$ cat config.mk
export PLATFORM = sky130hd
export DESIGN_NAME = fsp_top
export DESIGN_NICKNAME = d
export VERILOG_FILES = /design/src/fsp_pkg.sv /design/src/fsp_top.sv /design/src/fsp_sync.sv /design/src/fsp_fifo.sv
export SDC_FILE = /design/constraint.sdc
export NUM_CORES = 1
export LEC_CHECK = 0
export BUFFER_PORTS_ARGS = -buffer_cell sky130_fd_sc_hd__clkbuf_2
export CORE_MARGIN = 8
export CORE_UTILIZATION = 50
export CTS_BUF_LIST = sky130_fd_sc_hd__clkbuf_8
export CTS_CLUSTER_SIZE = 30
export DETAILED_ROUTE_END_ITERATION = 6
export PLACE_DENSITY = 0.72
export SYNTH_ARGS = -nofsm -noshare
export SYNTH_HDL_FRONTEND = slang
export SYNTH_SLANG_ARGS = --single-unit
$ cat constraint.sdc
create_clock -name MCLK -period 3.6 [get_ports MCLK]
set_input_delay 0.18 -clock MCLK [delete_from_list [all_inputs] [get_ports MCLK]]
set_output_delay 0.18 -clock MCLK [all_outputs]
set_load 0.01 [all_outputs]
$ cat src/fsp_pkg.sv
// Purpose: shared constants and types for the flash status, ident and protect logic
// Assumes: one system clock MCLK at 250 MHz, serial pins oversampled
// Notes: status byte layout and command codes live here
package fsp_pkg;
    // ==========================================
    // command codes
    localparam logic [7:0] SET_WRITE_ENABLE_CMD = 8'h06;
    localparam logic [7:0] CLEAR_WRITE_ENABLE_CMD = 8'h04;
    localparam logic [7:0] READ_IDENT_CMD = 8'h9f;
    localparam logic [7:0] READ_STATUS_CMD = 8'h05;
    localparam logic [7:0] WRITE_STATUS_CMD = 8'h01;
    localparam logic [7:0] PAGE_PROGRAM_CMD = 8'h02;
    localparam logic [7:0] SECTOR_ERASE_CMD = 8'hd8;
    localparam logic [7:0] BULK_ERASE_CMD = 8'hc7;
    // ==========================================
    // status field positions
    localparam int BUSY_POS = 0;
    localparam int WEL_POS = 1;
    localparam int BP_LO = 2;
    localparam int BP_HI = 4;
    localparam int SWD_POS = 7;
    localparam logic [7:0] STATUS_WRITABLE_MASK = 8'h9c;
    localparam logic [7:0] STATUS_RESET = 8'h00;
    // ==========================================
    // ident layout
    localparam int IDENT_BYTES = 20;
    localparam int CFD_BYTES = 16;
    localparam logic [7:0] UID_LEN = 8'h10;
    localparam logic [7:0] CFD_DEFAULT = 8'h00;
    // ==========================================
    // timing
    localparam int CLK_MHZ = 250;
    localparam int STATUS_WRITE_TIME_US = 15;
    localparam int STATUS_WRITE_CYCLES = STATUS_WRITE_TIME_US * CLK_MHZ;
    localparam int PROG_CYCLES = 2000;
    localparam int ERASE_CYCLES = 4000;
    typedef enum logic [2:0] {
        FSP_IDLE = 3'b000,
        FSP_CMD = 3'b001,
        FSP_OUT = 3'b011,
        FSP_DATA = 3'b010,
        FSP_ADDR = 3'b110,
        FSP_SKIP = 3'b111
    } fsp_phase_t;
endpackage

$ cat src/fsp_top.sv
// Purpose: serial flash command front end: ident read, status read, status write, protection
// Assumes: MCLK much faster than serial clock; pins synchronised before use
// Notes: memory array not modelled; program and erase only run a busy timer
`timescale 1ns/1ns
// Function
// - ident command shifts out 20 bytes: maker, type, capacity, length, 16 data.
// - ident output bits change on falling serial clock.
// - ident command ignored while program or erase runs.
// - customer bytes read-only, zero unless loaded.
// - chip select high ends ident read, back to standby.
// - status read accepted anytime, repeats while selected.
// - busy bit is one during status-write, program or erase.
// - write-enable bit mirrors latch; zero rejects writes.
// - block-protect bits only via status-write; refuse protected program/erase.
// - bulk erase only when all block-protect bits are zero.
// - disable bit set and protect pin low: status writes refused.
// - status-write is command plus one data byte, needs latch set.
// - status-write keeps bits 7,4,3,2; bits 6,5 read zero.
// - chip select must rise right after eighth data bit, else discarded.
// - valid status-write starts timed cycle, then clears busy and latch.
// - disable bit zero: status writable after write-enable regardless of pin.
// - disable bit one and pin high: still writable with latch.
// - hardware protection enters in either order of bit and pin.
// - only protect pin high leaves hardware protection.
// - all bits shifted most significant first.
// - data-in sampled on rising serial clock from first edge after select.
// - latch cleared at power-up and after disable, status-write, program, erase.
module fsp_top #(
    parameter int WRITE_CYCLES = fsp_pkg::STATUS_WRITE_CYCLES,
    parameter int PROG_CYCLES = fsp_pkg::PROG_CYCLES,
    parameter int ERASE_CYCLES = fsp_pkg::ERASE_CYCLES,
    parameter logic [7:0] MAKER_ID = 8'h5a,
    parameter logic [7:0] TYPE_ID = 8'h3c,
    parameter logic [7:0] CAPACITY_ID = 8'h2b
) (
    input wire logic MCLK,
    input wire logic RST,
    input wire logic CS_N,
    input wire logic SCK,
    input wire logic SDI,
    input wire logic WP_N,
    input wire logic [127:0] CFD_LOAD,
    output logic SDO,
    output logic SDO_OE_N,
    output logic BUSY
);
    // maker, type, capacity ids are arbitrary neutral values
    initial begin
        if (WRITE_CYCLES < 1 || PROG_CYCLES < 1 || ERASE_CYCLES < 1) $error("cycle counts must be positive");
    end

    // ==========================================
    // pin synchronisation
    logic [3:0] pins_s;
    fsp_sync #(.W(4)) u_sync (
        .clk(MCLK),
        .rst(RST),
        .d({~CS_N, SCK, SDI, WP_N}),
        .q(pins_s)
    );
    logic sel, sck, sdi, wp_n;
    assign sel = pins_s[3];
    assign sck = pins_s[2];
    assign sdi = pins_s[1];
    assign wp_n = pins_s[0];

    // ==========================================
    // state
    typedef struct packed {
        logic sck_d;
        logic sel_d;
        fsp_pkg::fsp_phase_t phase;
        logic [2:0] bitc;
        logic [7:0] cmd;
        logic [7:0] shin;
        logic [4:0] byte_idx;
        logic [7:0] shout;
        logic [7:0] wsr_data;
        logic wsr_ok;
        logic [1:0] addr_cnt;
        logic write_enable_latch;
        logic [2:0] bp;
        logic swd;
        logic busy;
        logic [31:0] timer;
        logic sdo;
        logic sdo_oe_n;
    } fsp_state_t;
    fsp_state_t st_r, st_nxt;

    // serial events from edge detection, via fifo to keep strict order
    logic rise, fall, desel;
    assign rise = sel && sck && !st_r.sck_d;
    assign fall = sel && !sck && st_r.sck_d;
    assign desel = !sel && st_r.sel_d;
    logic ev_valid, ev_ready;
    logic [8:0] ev_data;
    logic fifo_in_ready;
    // ev_data: {desel, fall, rise, ..., sdi}
    fsp_fifo #(.WIDTH(9), .DEPTH(8)) u_fifo (
        .clk(MCLK),
        .rst(RST),
        .in_valid(rise || fall || desel),
        .in_ready(fifo_in_ready),
        .in_data({desel, fall, rise, 5'h00, sdi}),
        .out_valid(ev_valid),
        .out_ready(ev_ready),
        .out_data(ev_data)
    );
    assign ev_ready = 1'b1;
    logic e_rise, e_fall, e_desel, e_bit;
    assign e_rise = ev_valid && ev_data[6];
    assign e_fall = ev_valid && ev_data[7];
    assign e_desel = ev_valid && ev_data[8];
    assign e_bit = ev_data[0];

    function automatic logic [7:0] status_of(input fsp_state_t s);
        logic [7:0] v;
        v = 8'h00;
        v[fsp_pkg::BUSY_POS] = s.busy;
        v[fsp_pkg::WEL_POS] = s.write_enable_latch;
        v[fsp_pkg::BP_HI:fsp_pkg::BP_LO] = s.bp;
        v[fsp_pkg::SWD_POS] = s.swd;
        return v; // bits 6,5 stay zero
    endfunction

    function automatic logic [7:0] ident_byte(input logic [4:0] i, input logic [127:0] cfd);
        logic [7:0] v;
        v = fsp_pkg::CFD_DEFAULT;
        case (i)
            5'h00: v = MAKER_ID;
            5'h01: v = TYPE_ID;
            5'h02: v = CAPACITY_ID;
            5'h03: v = fsp_pkg::UID_LEN;
            default: begin
                if (i < 5'(fsp_pkg::IDENT_BYTES)) v = cfd[8'(127 - 8 * (i - 4)) -: 8];
            end
        endcase
        return v;
    endfunction

    logic hw_prot;
    assign hw_prot = st_r.swd && !wp_n;

    always_comb begin
        logic [7:0] byte_in;
        byte_in = {st_r.shin[6:0], e_bit};
        st_nxt = st_r;
        st_nxt.sck_d = sck;
        st_nxt.sel_d = sel;
        // self-timed cycle
        if (st_r.busy) begin
            if (st_r.timer <= 32'd1) begin
                st_nxt.busy = 1'b0;
                st_nxt.write_enable_latch = 1'b0;
                st_nxt.timer = 32'd0;
                if (st_r.wsr_ok) begin
                    st_nxt.bp = st_r.wsr_data[fsp_pkg::BP_HI:fsp_pkg::BP_LO];
                    st_nxt.swd = st_r.wsr_data[fsp_pkg::SWD_POS];
                    st_nxt.wsr_ok = 1'b0;
                end
            end else begin
                st_nxt.timer = st_r.timer - 32'd1;
            end
        end
        if (e_desel) begin
            // byte boundary check for write-type commands
            if (st_r.bitc == 3'd0 && !st_r.busy && st_r.write_enable_latch) begin
                if (st_r.phase == fsp_pkg::FSP_DATA && st_r.byte_idx == 5'd1 && st_r.cmd == fsp_pkg::WRITE_STATUS_CMD
                    && !hw_prot) begin
                    st_nxt.busy = 1'b1;
                    st_nxt.wsr_ok = 1'b1;
                    st_nxt.timer = 32'(WRITE_CYCLES);
                end else if (st_r.phase == fsp_pkg::FSP_ADDR && st_r.addr_cnt == 2'd3 && st_r.bp == 3'b000) begin
                    // protected area table omitted: any set protect bit refuses
                    st_nxt.busy = 1'b1;
                    st_nxt.timer = (st_r.cmd == fsp_pkg::SECTOR_ERASE_CMD) ? 32'(ERASE_CYCLES) : 32'(PROG_CYCLES);
                end else if (st_r.phase == fsp_pkg::FSP_SKIP && st_r.cmd == fsp_pkg::BULK_ERASE_CMD
                             && st_r.bp == 3'b000) begin
                    st_nxt.busy = 1'b1;
                    st_nxt.timer = 32'(ERASE_CYCLES);
                end
            end
            if (st_r.bitc == 3'd0 && st_r.phase == fsp_pkg::FSP_SKIP && st_r.cmd == fsp_pkg::SET_WRITE_ENABLE_CMD
                && !st_r.busy) st_nxt.write_enable_latch = 1'b1;
            if (st_r.bitc == 3'd0 && st_r.phase == fsp_pkg::FSP_SKIP && st_r.cmd == fsp_pkg::CLEAR_WRITE_ENABLE_CMD
                && !st_r.busy) st_nxt.write_enable_latch = 1'b0;
            st_nxt.phase = fsp_pkg::FSP_IDLE;
            st_nxt.bitc = 3'd0;
            st_nxt.sdo_oe_n = 1'b1;
        end else if (e_rise) begin
            st_nxt.shin = byte_in;
            st_nxt.bitc = st_r.bitc + 3'd1;
            if (st_r.phase == fsp_pkg::FSP_IDLE) st_nxt.phase = fsp_pkg::FSP_CMD;
            if (st_r.bitc == 3'd7) begin
                if (st_r.phase == fsp_pkg::FSP_IDLE || st_r.phase == fsp_pkg::FSP_CMD) begin
                    st_nxt.cmd = byte_in;
                    st_nxt.byte_idx = 5'd0;
                    st_nxt.addr_cnt = 2'd0;
                    st_nxt.phase = fsp_pkg::FSP_SKIP;
                    unique case (byte_in)
                        fsp_pkg::READ_IDENT_CMD: begin
                            if (!st_r.busy) begin
                                st_nxt.phase = fsp_pkg::FSP_OUT;
                                st_nxt.shout = ident_byte(5'd0, CFD_LOAD);
                                st_nxt.byte_idx = 5'd1;
                            end
                        end
                        fsp_pkg::READ_STATUS_CMD: begin
                            st_nxt.phase = fsp_pkg::FSP_OUT;
                            st_nxt.shout = status_of(st_r);
                        end
                        fsp_pkg::WRITE_STATUS_CMD: st_nxt.phase = fsp_pkg::FSP_DATA;
                        fsp_pkg::PAGE_PROGRAM_CMD, fsp_pkg::SECTOR_ERASE_CMD: st_nxt.phase = fsp_pkg::FSP_ADDR;
                        default: st_nxt.phase = fsp_pkg::FSP_SKIP;
                    endcase
                end else if (st_r.phase == fsp_pkg::FSP_DATA) begin
                    if (st_r.byte_idx == 5'd0) begin
                        st_nxt.wsr_data = byte_in & fsp_pkg::STATUS_WRITABLE_MASK;
                        st_nxt.byte_idx = 5'd1;
                    end else begin
                        st_nxt.byte_idx = 5'd2; // extra byte discards
                    end
                end else if (st_r.phase == fsp_pkg::FSP_ADDR) begin
                    // page data bytes not modelled; only the address phase is tracked
                    if (st_r.addr_cnt != 2'd3) st_nxt.addr_cnt = st_r.addr_cnt + 2'd1;
                    else if (st_r.cmd == fsp_pkg::SECTOR_ERASE_CMD) st_nxt.phase = fsp_pkg::FSP_SKIP;
                end
            end
        end else if (e_fall && st_r.phase == fsp_pkg::FSP_OUT) begin
            st_nxt.sdo = st_r.shout[7];
            st_nxt.sdo_oe_n = 1'b0;
            if (st_r.bitc == 3'd0) begin
                // fresh byte at boundary, its first bit driven out on this edge
                if (st_r.cmd == fsp_pkg::READ_STATUS_CMD) begin
                    st_nxt.sdo = st_r.shout[7];
                end
                st_nxt.shout = {st_r.shout[6:0], 1'b0};
            end else begin
                st_nxt.shout = {st_r.shout[6:0], 1'b0};
                if (st_r.bitc == 3'd7) begin
                    if (st_r.cmd == fsp_pkg::READ_STATUS_CMD) begin
                        st_nxt.shout = status_of(st_r);
                    end else if (st_r.byte_idx < 5'(fsp_pkg::IDENT_BYTES)) begin
                        st_nxt.shout = ident_byte(st_r.byte_idx, CFD_LOAD);
                        st_nxt.byte_idx = st_r.byte_idx + 5'd1;
                    end else begin
                        st_nxt.shout = 8'h00;
                    end
                end
            end
        end
        if (e_rise && st_r.phase == fsp_pkg::FSP_OUT) begin
            st_nxt.phase = fsp_pkg::FSP_OUT;
        end
    end

    always_ff @(posedge MCLK or posedge RST) begin
        if (RST) begin
            st_r <= '{phase: fsp_pkg::FSP_IDLE, sdo_oe_n: 1'b1, default: '0};
        end else begin
            st_r <= st_nxt;
        end
    end

    always_ff @(posedge MCLK or posedge RST) begin
        if (RST) begin
            SDO <= 1'b0;
            SDO_OE_N <= 1'b1;
            BUSY <= 1'b0;
        end else begin
            SDO <= st_nxt.sdo;
            SDO_OE_N <= st_nxt.sdo_oe_n;
            BUSY <= st_nxt.busy;
        end
    end

    // ==========================================
    // checks
    logic [7:0] status_now;
    assign status_now = status_of(st_r);
endmodule

$ cat src/fsp_sync.sv
// Purpose: two flip-flop synchroniser for pin inputs
// Assumes: inputs asynchronous to MCLK
// Notes: first stage read only by second
`timescale 1ns/1ns
module fsp_sync #(
    parameter int W = 4
) (
    input wire logic clk,
    input wire logic rst,
    input wire logic [W-1:0] d,
    output logic [W-1:0] q
);
    logic [W-1:0] meta_r;
    always_ff @(posedge clk or posedge rst) begin
        if (rst) begin
            meta_r <= '0;
            q <= '0;
        end else begin
            meta_r <= d;
            q <= meta_r;
        end
    end
endmodule

$ cat src/fsp_fifo.sv
// Purpose: small flip-flop fifo between serial input and command logic
// Assumes: single clock
// Notes: depth power of two
`timescale 1ns/1ns
module fsp_fifo #(
    parameter int WIDTH = 9,
    parameter int DEPTH = 8
) (
    input wire logic clk,
    input wire logic rst,
    input wire logic in_valid,
    output logic in_ready,
    input wire logic [WIDTH-1:0] in_data,
    output logic out_valid,
    input wire logic out_ready,
    output logic [WIDTH-1:0] out_data
);
    localparam int AW = $clog2(DEPTH);
    initial begin
        if (DEPTH < 2 || (1 << AW) != DEPTH) $error("fifo depth must be power of two");
    end
    logic [WIDTH-1:0] mem_r [DEPTH];
    logic [AW:0] wp_r, rp_r;
    logic full, push, pop;
    assign full = (wp_r[AW] != rp_r[AW]) && (wp_r[AW-1:0] == rp_r[AW-1:0]);
    assign in_ready = !full;
    assign out_valid = wp_r != rp_r;
    assign out_data = mem_r[rp_r[AW-1:0]];
    assign push = in_valid && !full;
    assign pop = out_valid && out_ready;
    always_ff @(posedge clk or posedge rst) begin
        if (rst) begin
            wp_r <= '0;
            rp_r <= '0;
        end else begin
            if (push) wp_r <= wp_r + 1'b1;
            if (pop) rp_r <= rp_r + 1'b1;
        end
    end
    always_ff @(posedge clk) begin
        if (push) mem_r[wp_r[AW-1:0]] <= in_data;
    end
endmodule

==> results.sh, run 1 <==
export IMPL_hold_path_class="in -> async"
export IMPL_drv_slew=0
export IMPL_ff_latch_area_um2=3440
export IMPL_place_inst=1053
export IMPL_clkTransAtPathRegs_ps=70
export IMPL_yosysMostFrequentCell="dfrtp_1"
export IMPL_r2r_start="u_fifo.rp_r[0]$_DFFE_PP0P_"
export IMPL_async_flop_share_pct=75.6
export IMPL_netlist_area_leader_share_pct=31.2
export IMPL_yosys_area_share_adder_pct=2.39
export IMPL_netlist_instances=723
export IMPL_switching_share_pct=35.7
export IMPL_ys_top_cells_by_area="dfrtp_1 31%, edfxtp_1 12%, mux4_2 7.5%"
export IMPL_die_w_um=141
export IMPL_cp_cell_sequence="mux2i_1 > a22o_1 > nor3_4 > mux2i_2 > and2_1 > mux2_4"
export IMPL_gp_congestion=0.882
export IMPL_cp_slowest_cell="dfrtp_1"
export IMPL_finalSetupTns_ps=0
export IMPL_clk_latency_ps=450
export IMPL_status="completed"
export IMPL_endpoint_kind="flip-flop"
export IMPL_ant_nets=0
export IMPL_viasPerCell=5.79
export IMPL_antenna_found_initial=1
export IMPL_fin_crit_ps=3160
export IMPL_layout_drive_gt1_share_pct=30.2
export IMPL_route_detailed_drc=0
export IMPL_startpoint="u_fifo.rp_r[0]$_DFFE_PP0P_"
export IMPL_cts_buffers=17
export IMPL_arrival_ps=3500
export IMPL_cts_sinks=131
export IMPL_avgSynthCellArea_um2=10.9
export IMPL_cts_root_buf="clkbuf_8"
export IMPL_seqPwrFrac_pct=42.9
export IMPL_finalHoldViolCount=0
export IMPL_fin_cells=1090
export IMPL_critPathRequiredTime_ps=3940
export IMPL_wl_per_cell_um=18.7
export IMPL_antenna_cells=0
export IMPL_routed_wl_mm=20.4
export IMPL_nets=1010
export IMPL_fill_cells=1347
export IMPL_ys_seq_elements=131
export IMPL_critPathMaxStageDelay_ps=790
export IMPL_critPathLaunchType="flip-flop"
export IMPL_finalCritPeriodShare_pct=87.9
export IMPL_r2r_slack_ps=440
export IMPL_die_height_um=141
export IMPL_worst_pin_slew_ps=730
export IMPL_vias=6310
export IMPL_dieArea_um2=20000
export IMPL_p_int_mw=2.90
export IMPL_synth_common_cells="98 x dfrtp_1, 70 x nor2_1, 64 x nand2_1, 34 x mux2_2"
export IMPL_grt_pass1_vias=6393
export IMPL_setup_viol=0
export IMPL_synth_cell_types=81
export IMPL_synth_seq_area_share_pct=43.8
export IMPL_dpl_worst_slack_ps=508
export IMPL_skew_ps=11.1
export IMPL_syn_to_final_growth_pct=16.4
export IMPL_syn_nets=872
export IMPL_synth_ff_type="dfrtp_1"
export IMPL_yosys_warnings=0
export IMPL_syn_area_um2=7850
export IMPL_power_switching_mw=1.61
export IMPL_muxShareOfSynthArea_pct=17.2
export IMPL_setup_ws_ps=435
export IMPL_synth_edf_count=32
export IMPL_slew_headroom_pct=50.9
export IMPL_total_power_mw=4.51
export IMPL_multi_input_area_um2=4140
export IMPL_powerDensity_nw_per_um2=493
export IMPL_worst_path_max_fanout=15
export IMPL_critPathBufInv=0
export IMPL_start_util_pct=50.3
export IMPL_fmax_ghz=0.316
export IMPL_yosys_area_share_simple_pct=17.9
export IMPL_coreArea_um2=15600
export IMPL_synth_top_cell_by_area="dfrtp_1"
export IMPL_dr_pass1_iters=5
export IMPL_synth_compound_area_share_pct=10.9
export IMPL_io_pins=137
export IMPL_total_leakage_power_nw=4.01
export IMPL_hpwl_mm=15.8
export IMPL_htreeDepth=4
export IMPL_reg2reg_depth=6
export IMPL_fp_row_count=46
export IMPL_hold_slack_ps=339
export IMPL_p_comb_share_pct=30.8
export IMPL_post_cts_resized=0
export IMPL_cpLargestDelayFamily="simple AND/OR/NAND/NOR gates"
export IMPL_cap_violations=0
export IMPL_port_buffer_count=136
export IMPL_synth_top_family_by_area="simple AND/OR/NAND/NOR gates"
export IMPL_grt_total_usage_pct=21.2
export IMPL_criticalPathCategory="reg -> reg"
export IMPL_synthXorXnorAreaFrac_pct=4.34
export IMPL_clockBufferDepth=2
export IMPL_grt_start_max_net_pins=46
export IMPL_rsz0062_at_grt="false"
export IMPL_grt_overflow=0
export IMPL_first_iter_violations=439
export IMPL_pwr_share_clk_pct=26.3
export IMPL_grt_pass1_wl_mm=33.4
export IMPL_ir_drop_mv=0.619
export IMPL_cts_tree="done"
export IMPL_r2r_end="st_r[55]$_DFFE_PP0P_"
## kinds of logic (layout without fill, tap and decap cells)
logic type               Yosys count  count (layout)
buffers and inverters             53             204
XOR/XNOR                          38              38
AO/OA/AOI/OAI                    122             122
AND/OR/NAND/NOR                  268             268
adder cells (fa/ha/maj)           15              15
multiplexers                      96              96
flip-flops                       131             131
## per-stage QoR
stage          cell area, µm²  utilization, %
2_1_floorplan            7850               -
6_report                 9130            58.6
3_3_place_gp             8710            55.8
5_1_grt                  9130            58.6
3_5_place_dp             8710            55.8
4_1_cts                  9130            58.6
## power by group through the flow
stage,sequential (mW),clock [mW],combinational (mW)
3_3_place_gp,1.95,0,1.33
3_5_place_dp,1.96,0,1.37
2_1_floorplan,1.82,0,1.18
6_report,1.93,1.19,1.39
4_1_cts,1.93,1.21,1.38
5_1_grt,1.96,1.27,1.51
## worst max path at each step
stage,slack [ps],end,depth (start not counted)
2_1_floorplan,830,BUSY$_DFF_PP0_,1
3_3_place_gp,590,st_r[58]$_DFFE_PP0P_,6
3_5_place_dp,510,st_r[57]$_DFFE_PP0P_,6
4_1_cts,470,st_r[57]$_DFFE_PP0P_,6
5_1_grt,280,st_r[58]$_DFFE_PP0P_,6
6_report,440,st_r[55]$_DFFE_PP0P_,6
## registers in the layout (all words and copies together) (netlist names)
register	count
st_r	80
u_fifo.mem_r	32
u_fifo.rp_r	4
u_fifo.wp_r	4
u_sync.meta_r	4
u_sync.q	4
BUSY	1
SDO	1
SDO_OE_N	1
## worst register-to-register path: cells and delay by family (launching register included)
family          cells  cell delay (ps)
flops               1              790
mux                 3              960
simple gates        2              990
compound gates      1              300
## metal layers
| layer | GRT usage, % | part of all wire [%] | up-vias |
|---|---|---|---|
| met5 | 0 | 0.059 | - |
| met4 | 7.01 | 1.6 | 2 |
| met3 | 4.13 | 4.6 | 30 |
| met2 | 35.9 | 52 | 174 |
| met1 | 26.9 | 42 | 3118 |
| li1 | - | - | 2986 |
## cells in the final DEF, fill, tap and decap left out, drive strengths merged, types with 4 or more instances in the layout
cell / synthesis / layout
nand2: 66 / 66
mux2: 37 / 37
mux2i: 33 / 33
or3: 11 / 11
o2111ai: 6 / 6
and3: 6 / 6
clkbuf: 17 / 153
dfrtp: 98 / 98
xnor2: 25 / 25
o22ai: 5 / 5
inv: 14 / 15
nor4: 18 / 18
ha: 15 / 15
and4: 4 / 4
buf: 20 / 15
a21boi: 4 / 4
or2: 5 / 5
mux4: 26 / 26
a31oi: 9 / 9
nor3b: 4 / 4
o32ai: 4 / 4
a21oi: 24 / 24
nand3: 20 / 20
dlygate4sd3: 0 / 5
o21ai: 20 / 20
nor2b: 8 / 8
o31ai: 5 / 5
a311oi: 4 / 4
nor2: 70 / 70
nor3: 19 / 19
clkinv: 2 / 11
a211o: 4 / 4
edfxtp: 32 / 32
xor2: 13 / 13
and2: 8 / 8
nand2b: 8 / 8
a22oi: 5 / 5
nand4: 8 / 8
## cell type report
class / instances / share of cell area [%]
Clock inverter: 15 / 1.58
Timing Repair Buffer: 156 / 9.23
Inverter: 16 / 0.685
Sequential cell: 131 / 37.7
Multi-Input combinational cell: 539 / 45.3
Tap cell: 216 / 2.96
Clock buffer: 17 / 2.56
## repair_timing
item	4_1_cts	5_1_grt
buffers inserted	0	0
endpoints found under the hold margin	47	0
hold buffers	5	0
Note: power is estimated with default switching activity, not from simulation.
==> run 2, diff against run 1 <==
CTS_BUF_LIST = sky130_fd_sc_hd__clkbuf_4 sky130_fd_sc_hd__clkbuf_8   (was sky130_fd_sc_hd__clkbuf_8)
==> results.sh, run 2 (synthesized netlist as in run 1, its figures left out) <==
export IMPL_setup_viol=0
export IMPL_nets=1010
export IMPL_grt_pass1_wl_mm=33.4
export IMPL_clk_latency_ps=450
export IMPL_cts_buffers=17
export IMPL_critPathBufInv=0
export IMPL_pwr_share_clk_pct=26.4
export IMPL_cts_tree="done"
export IMPL_cp_cell_sequence="mux2i_1 > a22o_1 > nor3_4 > mux2i_2 > and2_1 > mux2_4"
export IMPL_die_height_um=141
export IMPL_grt_pass1_vias=6395
export IMPL_first_iter_violations=447
export IMPL_syn_to_final_growth_pct=16.4
export IMPL_critPathRequiredTime_ps=3930
export IMPL_total_power_mw=4.52
export IMPL_cts_root_buf="clkbuf_8"
export IMPL_fin_cells=1090
export IMPL_routed_wl_mm=20.3
export IMPL_finalHoldViolCount=0
export IMPL_gp_congestion=0.882
export IMPL_hold_buffers=5
export IMPL_worst_pin_slew_ps=731
export IMPL_place_inst=1053
export IMPL_route_detailed_drc=0
export IMPL_dr_pass1_iters=5
export IMPL_grt_total_usage_pct=21.2
export IMPL_fp_row_count=46
export IMPL_grt_start_max_net_pins=46
export IMPL_post_cts_setup_buffers=0
export IMPL_worst_path_max_fanout=15
export IMPL_power_switching_mw=1.61
export IMPL_endpoint_kind="flip-flop"
export IMPL_clockBufferDepth=2
export IMPL_cp_slowest_cell="dfrtp_1"
export IMPL_ant_nets=0
export IMPL_criticalPathCategory="reg -> reg"
export IMPL_vias=6271
export IMPL_final_area_um2=9140
export IMPL_multi_input_area_um2=4140
export IMPL_clkTransAtPathRegs_ps=80
export IMPL_fill_cells=1345
export IMPL_drv_slew=0
export IMPL_regMostFlops="st_r"
export IMPL_cpLargestDelayFamily="simple AND/OR/NAND/NOR gates"
export IMPL_postPlaceCellArea_um2=8710
export IMPL_arrival_ps=3500
export IMPL_fmax_ghz=0.316
export IMPL_switching_share_pct=35.6
export IMPL_wl_per_cell_um=18.7
export IMPL_post_cts_resized=0
export IMPL_antenna_found_initial=1
export IMPL_layout_drive_gt1_share_pct=30.3
export IMPL_start_util_pct=50.3
export IMPL_setup_ws_ps=437
export IMPL_p_int_mw=2.91
export IMPL_dieArea_um2=20000
export IMPL_cts_sinks=131
export IMPL_seqPwrFrac_pct=42.8
export IMPL_finalSetupTns_ps=0
export IMPL_die_w_um=141
export IMPL_hold_path_class="in -> async"
export IMPL_ir_drop_mv=0.615
export IMPL_io_pins=137
export IMPL_p_comb_share_pct=30.8
export IMPL_powerDensity_nw_per_um2=494
export IMPL_total_leakage_power_nw=4.01
export IMPL_ff_latch_area_um2=3440
export IMPL_viasPerCell=5.75
export IMPL_fin_crit_ps=3160
export IMPL_cap_violations=0
export IMPL_grt_overflow=0
export IMPL_coreArea_um2=15600
export IMPL_final_common_cell="clkbuf_2"
export IMPL_largest_reg_flops=80
export IMPL_skew_ps=12.1
export IMPL_antenna_cells=0
export IMPL_dpl_worst_slack_ps=508
export IMPL_critPathMaxStageDelay_ps=790
export IMPL_status="completed"
export IMPL_finalCritPeriodShare_pct=87.9
export IMPL_rsz0062_at_grt="false"
export IMPL_port_buffer_count=136
export IMPL_final_cell_mix="136 x clkbuf_2, 98 x dfrtp_1, 70 x nor2_1"
export IMPL_hpwl_mm=15.8
export IMPL_htreeDepth=4
export IMPL_critPathLaunchType="flip-flop"
export IMPL_slew_headroom_pct=50.8
[run 2: per-layer routing]
metal / part of all wire (%) / routed length, µm / track usage [%] / up-vias
li1: - / - / - / 2982
met1: 42 / 8600 / 26.8 / 3101
met2: 52 / 10500 / 36.0 / 157
met3: 4.4 / 897 / 4.13 / 29
met4: 1.5 / 314 / 7.01 / 2
met5: 0.059 / 12 / 0 / -
[run 2: tightest hold or removal path: stages]
cell           delay [ps]
dlygate4sd3_1         530
clkbuf_2              120
inv_4                 410
[run 2: final timing paths]
path	from	end	slack [ps]	cells after the start
max	u_fifo.rp_r[0]$_DFFE_PP0P_	st_r[55]$_DFFE_PP0P_	440	6
min	RST	st_r[74]$_DFFE_PP0P_	340	3
max reg2reg	u_fifo.rp_r[0]$_DFFE_PP0P_	st_r[55]$_DFFE_PP0P_	440	6
min reg2reg	u_sync.meta_r[0]$_DFF_PP0_	u_sync.q[0]$_DFF_PP0_	360	0
max in group asynchronous	RST	SDO_OE_N$_DFFE_PP1P_	2430	4
min in group MCLK	u_sync.meta_r[0]$_DFF_PP0_	u_sync.q[0]$_DFF_PP0_	360	0
[run 2: layout make-up]
| type | count | area share (%) |
|---|---|---|
| inverter | 16 | 0.685 |
| sequential | 131 | 37.6 |
| clock inverter | 14 | 1.53 |
| tap | 216 | 2.96 |
| clock buffer | 18 | 2.64 |
| multi-input combinational | 539 | 45.3 |
| timing repair buffer | 156 | 9.23 |
[run 2: metrics by stage]
stage / util, % / hold slack, ps
3_3_place_gp: 55.8 / 268
4_1_cts: 58.6 / 332
6_report: 58.6 / 338
5_1_grt: 58.6 / 352
3_5_place_dp: 55.8 / 273
2_1_floorplan: - / 211
[run 2: power groups by stage]
stage | Clock, mW | Sequential [mW] | Combinational [mW]
floorplan | 0 | 1.82 | 1.18
global placement | 0 | 1.95 | 1.33
detailed placement | 0 | 1.96 | 1.37
CTS | 1.22 | 1.93 | 1.38
global route | 1.28 | 1.96 | 1.51
finish | 1.19 | 1.93 | 1.39
==> run 3, diff against run 2 <==
CORE_MARGIN = not set   (was 8)
CORE_UTILIZATION = 44   (was 50)
PLACE_DENSITY = 0.65   (was 0.72)
==> results.sh, run 3 (synthesized netlist as in run 1, its figures left out) <==
export IMPL_gp_congestion=0.877
export IMPL_regMostFlops="st_r"
export IMPL_cts_sinks=131
export IMPL_grt_met1_usage_pct=28.2
export IMPL_r2r_start="u_fifo.rp_r[0]$_DFFE_PP0P_"
export IMPL_dr_pass1_iters=4
export IMPL_ir_drop_mv=0.291
export IMPL_coreArea_um2=17400
export IMPL_slew_headroom_pct=52.7
export IMPL_wl_per_cell_um=17.4
export IMPL_antenna_found_initial=0
export IMPL_final_cell_mix="136 x clkbuf_2, 98 x dfrtp_1, 70 x nor2_1"
export IMPL_rsz0062_at_grt="false"
export IMPL_criticalPathCategory="reg -> reg"
export IMPL_worst_pin_slew_ps=702
export IMPL_die_w_um=136
export IMPL_nets=1007
export IMPL_clockBufferDepth=2
export IMPL_critPathRequiredTime_ps=3930
export IMPL_finalCritPeriodShare_pct=84.3
export IMPL_final_util_pct=52.9
export IMPL_fin_cells=1096
export IMPL_hold_path_class="in -> async"
export IMPL_htreeDepth=4
export IMPL_cts_root_buf="clkbuf_8"
export IMPL_reg2reg_depth=7
export IMPL_final_area_um2=9180
export IMPL_hold_buffers=5
export IMPL_postPlaceCellArea_um2=8690
export IMPL_final_common_cell="clkbuf_2"
export IMPL_grt_start_max_net_pins=47
export IMPL_grt_total_usage_pct=21.6
export IMPL_ant_nets=0
export IMPL_post_cts_setup_buffers=0
export IMPL_viasPerCell=5.65
export IMPL_routed_wl_mm=19.1
export IMPL_gr_usage_met3_pct=4.56
export IMPL_total_leakage_power_nw=4.02
export IMPL_drv_slew=0
export IMPL_critPathMaxStageDelay_ps=610
export IMPL_layout_drive_gt1_share_pct=30.1
export IMPL_powerDensity_nw_per_um2=512
export IMPL_port_buffer_count=136
export IMPL_setup_viol=0
export IMPL_largest_reg_flops=80
export IMPL_cts_tree="done"
export IMPL_antenna_cells=0
export IMPL_route_detailed_drc=0
export IMPL_fp_row_count=48
export IMPL_syn_to_final_growth_pct=17.0
export IMPL_grt_overflow=0
export IMPL_fin_crit_ps=3030
export IMPL_cp_slowest_cell="dfrtp_1"
export IMPL_status="completed"
export IMPL_first_iter_violations=421
export IMPL_die_height_um=136
export IMPL_arrival_ps=3370
export IMPL_grt_busiest_layer="met2"
export IMPL_skew_ps=8.15
export IMPL_endpoint_kind="flip-flop"
export IMPL_grt_pass1_vias=6048
export IMPL_worst_path_max_fanout=9
export IMPL_hpwl_mm=14.4
export IMPL_cp_cell_sequence="buf_4 > mux2i_1 > a311o_1 > or4b_4 > mux2i_2 > and2_1 > mux2_4"
export IMPL_r2r_end="st_r[58]$_DFFE_PP0P_"
export IMPL_place_inst=1059
export IMPL_clkTransAtPathRegs_ps=80
export IMPL_vias=6196
export IMPL_grt_util_met2_pct=36.0
export IMPL_dieArea_um2=18400
export IMPL_clk_latency_ps=450
export IMPL_cts_buffers=17
export IMPL_grt_pass1_wl_mm=30.5
export IMPL_finalSetupTns_ps=0
export IMPL_critPathLaunchType="flip-flop"
export IMPL_r2r_slack_ps=570
export IMPL_finalHoldViolCount=0
export IMPL_fmax_ghz=0.330
export IMPL_start_util_pct=45.2
export IMPL_post_cts_resized=0
export IMPL_cap_violations=0
export IMPL_io_pins=137
run 3: metrics by stage:
stage | hold slack [ps] | total power [mW] | worst slack (ps)
2_1_floorplan | 211 | 3.00 | 831
6_report | 340 | 4.70 | 566
3_3_place_gp | 291 | 3.31 | 690
3_5_place_dp | 290 | 3.33 | 612
5_1_grt | 354 | 4.96 | 448
4_1_cts | 346 | 4.72 | 594
run 3: area by class of cell:
class	count	area [µm²]
inverters	16	62.6
multi-input cells	539	4140
repair buffers	153	821
well taps	225	282
flip-flops and latches	131	3440
fillers	1542	8180
clock buffers	17	234
clock inverters	15	203
run 3: report_power, final:
part / total, mW / switching, mW / internal [mW]
clock: 1.38 / 0.623 / 0.761
sequential: 1.90 / 0.203 / 1.69
combinational: 1.42 / 0.817 / 0.604
total: 4.70 / 1.64 / 3.06
run 3: how the worst max path moves through the flow:
stage | depth (start not counted) | to | slack (ps) | start
floorplan | 1 | BUSY$_DFF_PP0_ | 830 | RST
global placement | 7 | st_r[58]$_DFFE_PP0P_ | 690 | u_fifo.rp_r[0]$_DFFE_PP0P_
detailed placement | 7 | st_r[55]$_DFFE_PP0P_ | 610 | u_fifo.rp_r[0]$_DFFE_PP0P_
CTS | 7 | st_r[58]$_DFFE_PP0P_ | 590 | u_fifo.rp_r[0]$_DFFE_PP0P_
global route | 7 | st_r[2]$_DFF_PP0_ | 450 | st_r[61]$_DFFE_PP0P_
finish | 7 | st_r[58]$_DFFE_PP0P_ | 570 | u_fifo.rp_r[0]$_DFFE_PP0P_
run 3: metal layers:
layer / vias to the layer above / part of all wire, %
met5: - / 0
met3: 21 / 5.2
li1: 2968 / -
met1: 3016 / 44
met2: 191 / 50
met4: 0 / 1.2
run 3: worst max-delay path: cells and delay by family, from the launching register on:
kind	cells	cell delay (ps)
DFF	1	610
and+or+nand+nor	2	880
AOI/OAI and AO/OA	1	370
muxes	3	770
buffers and inverters	1	280
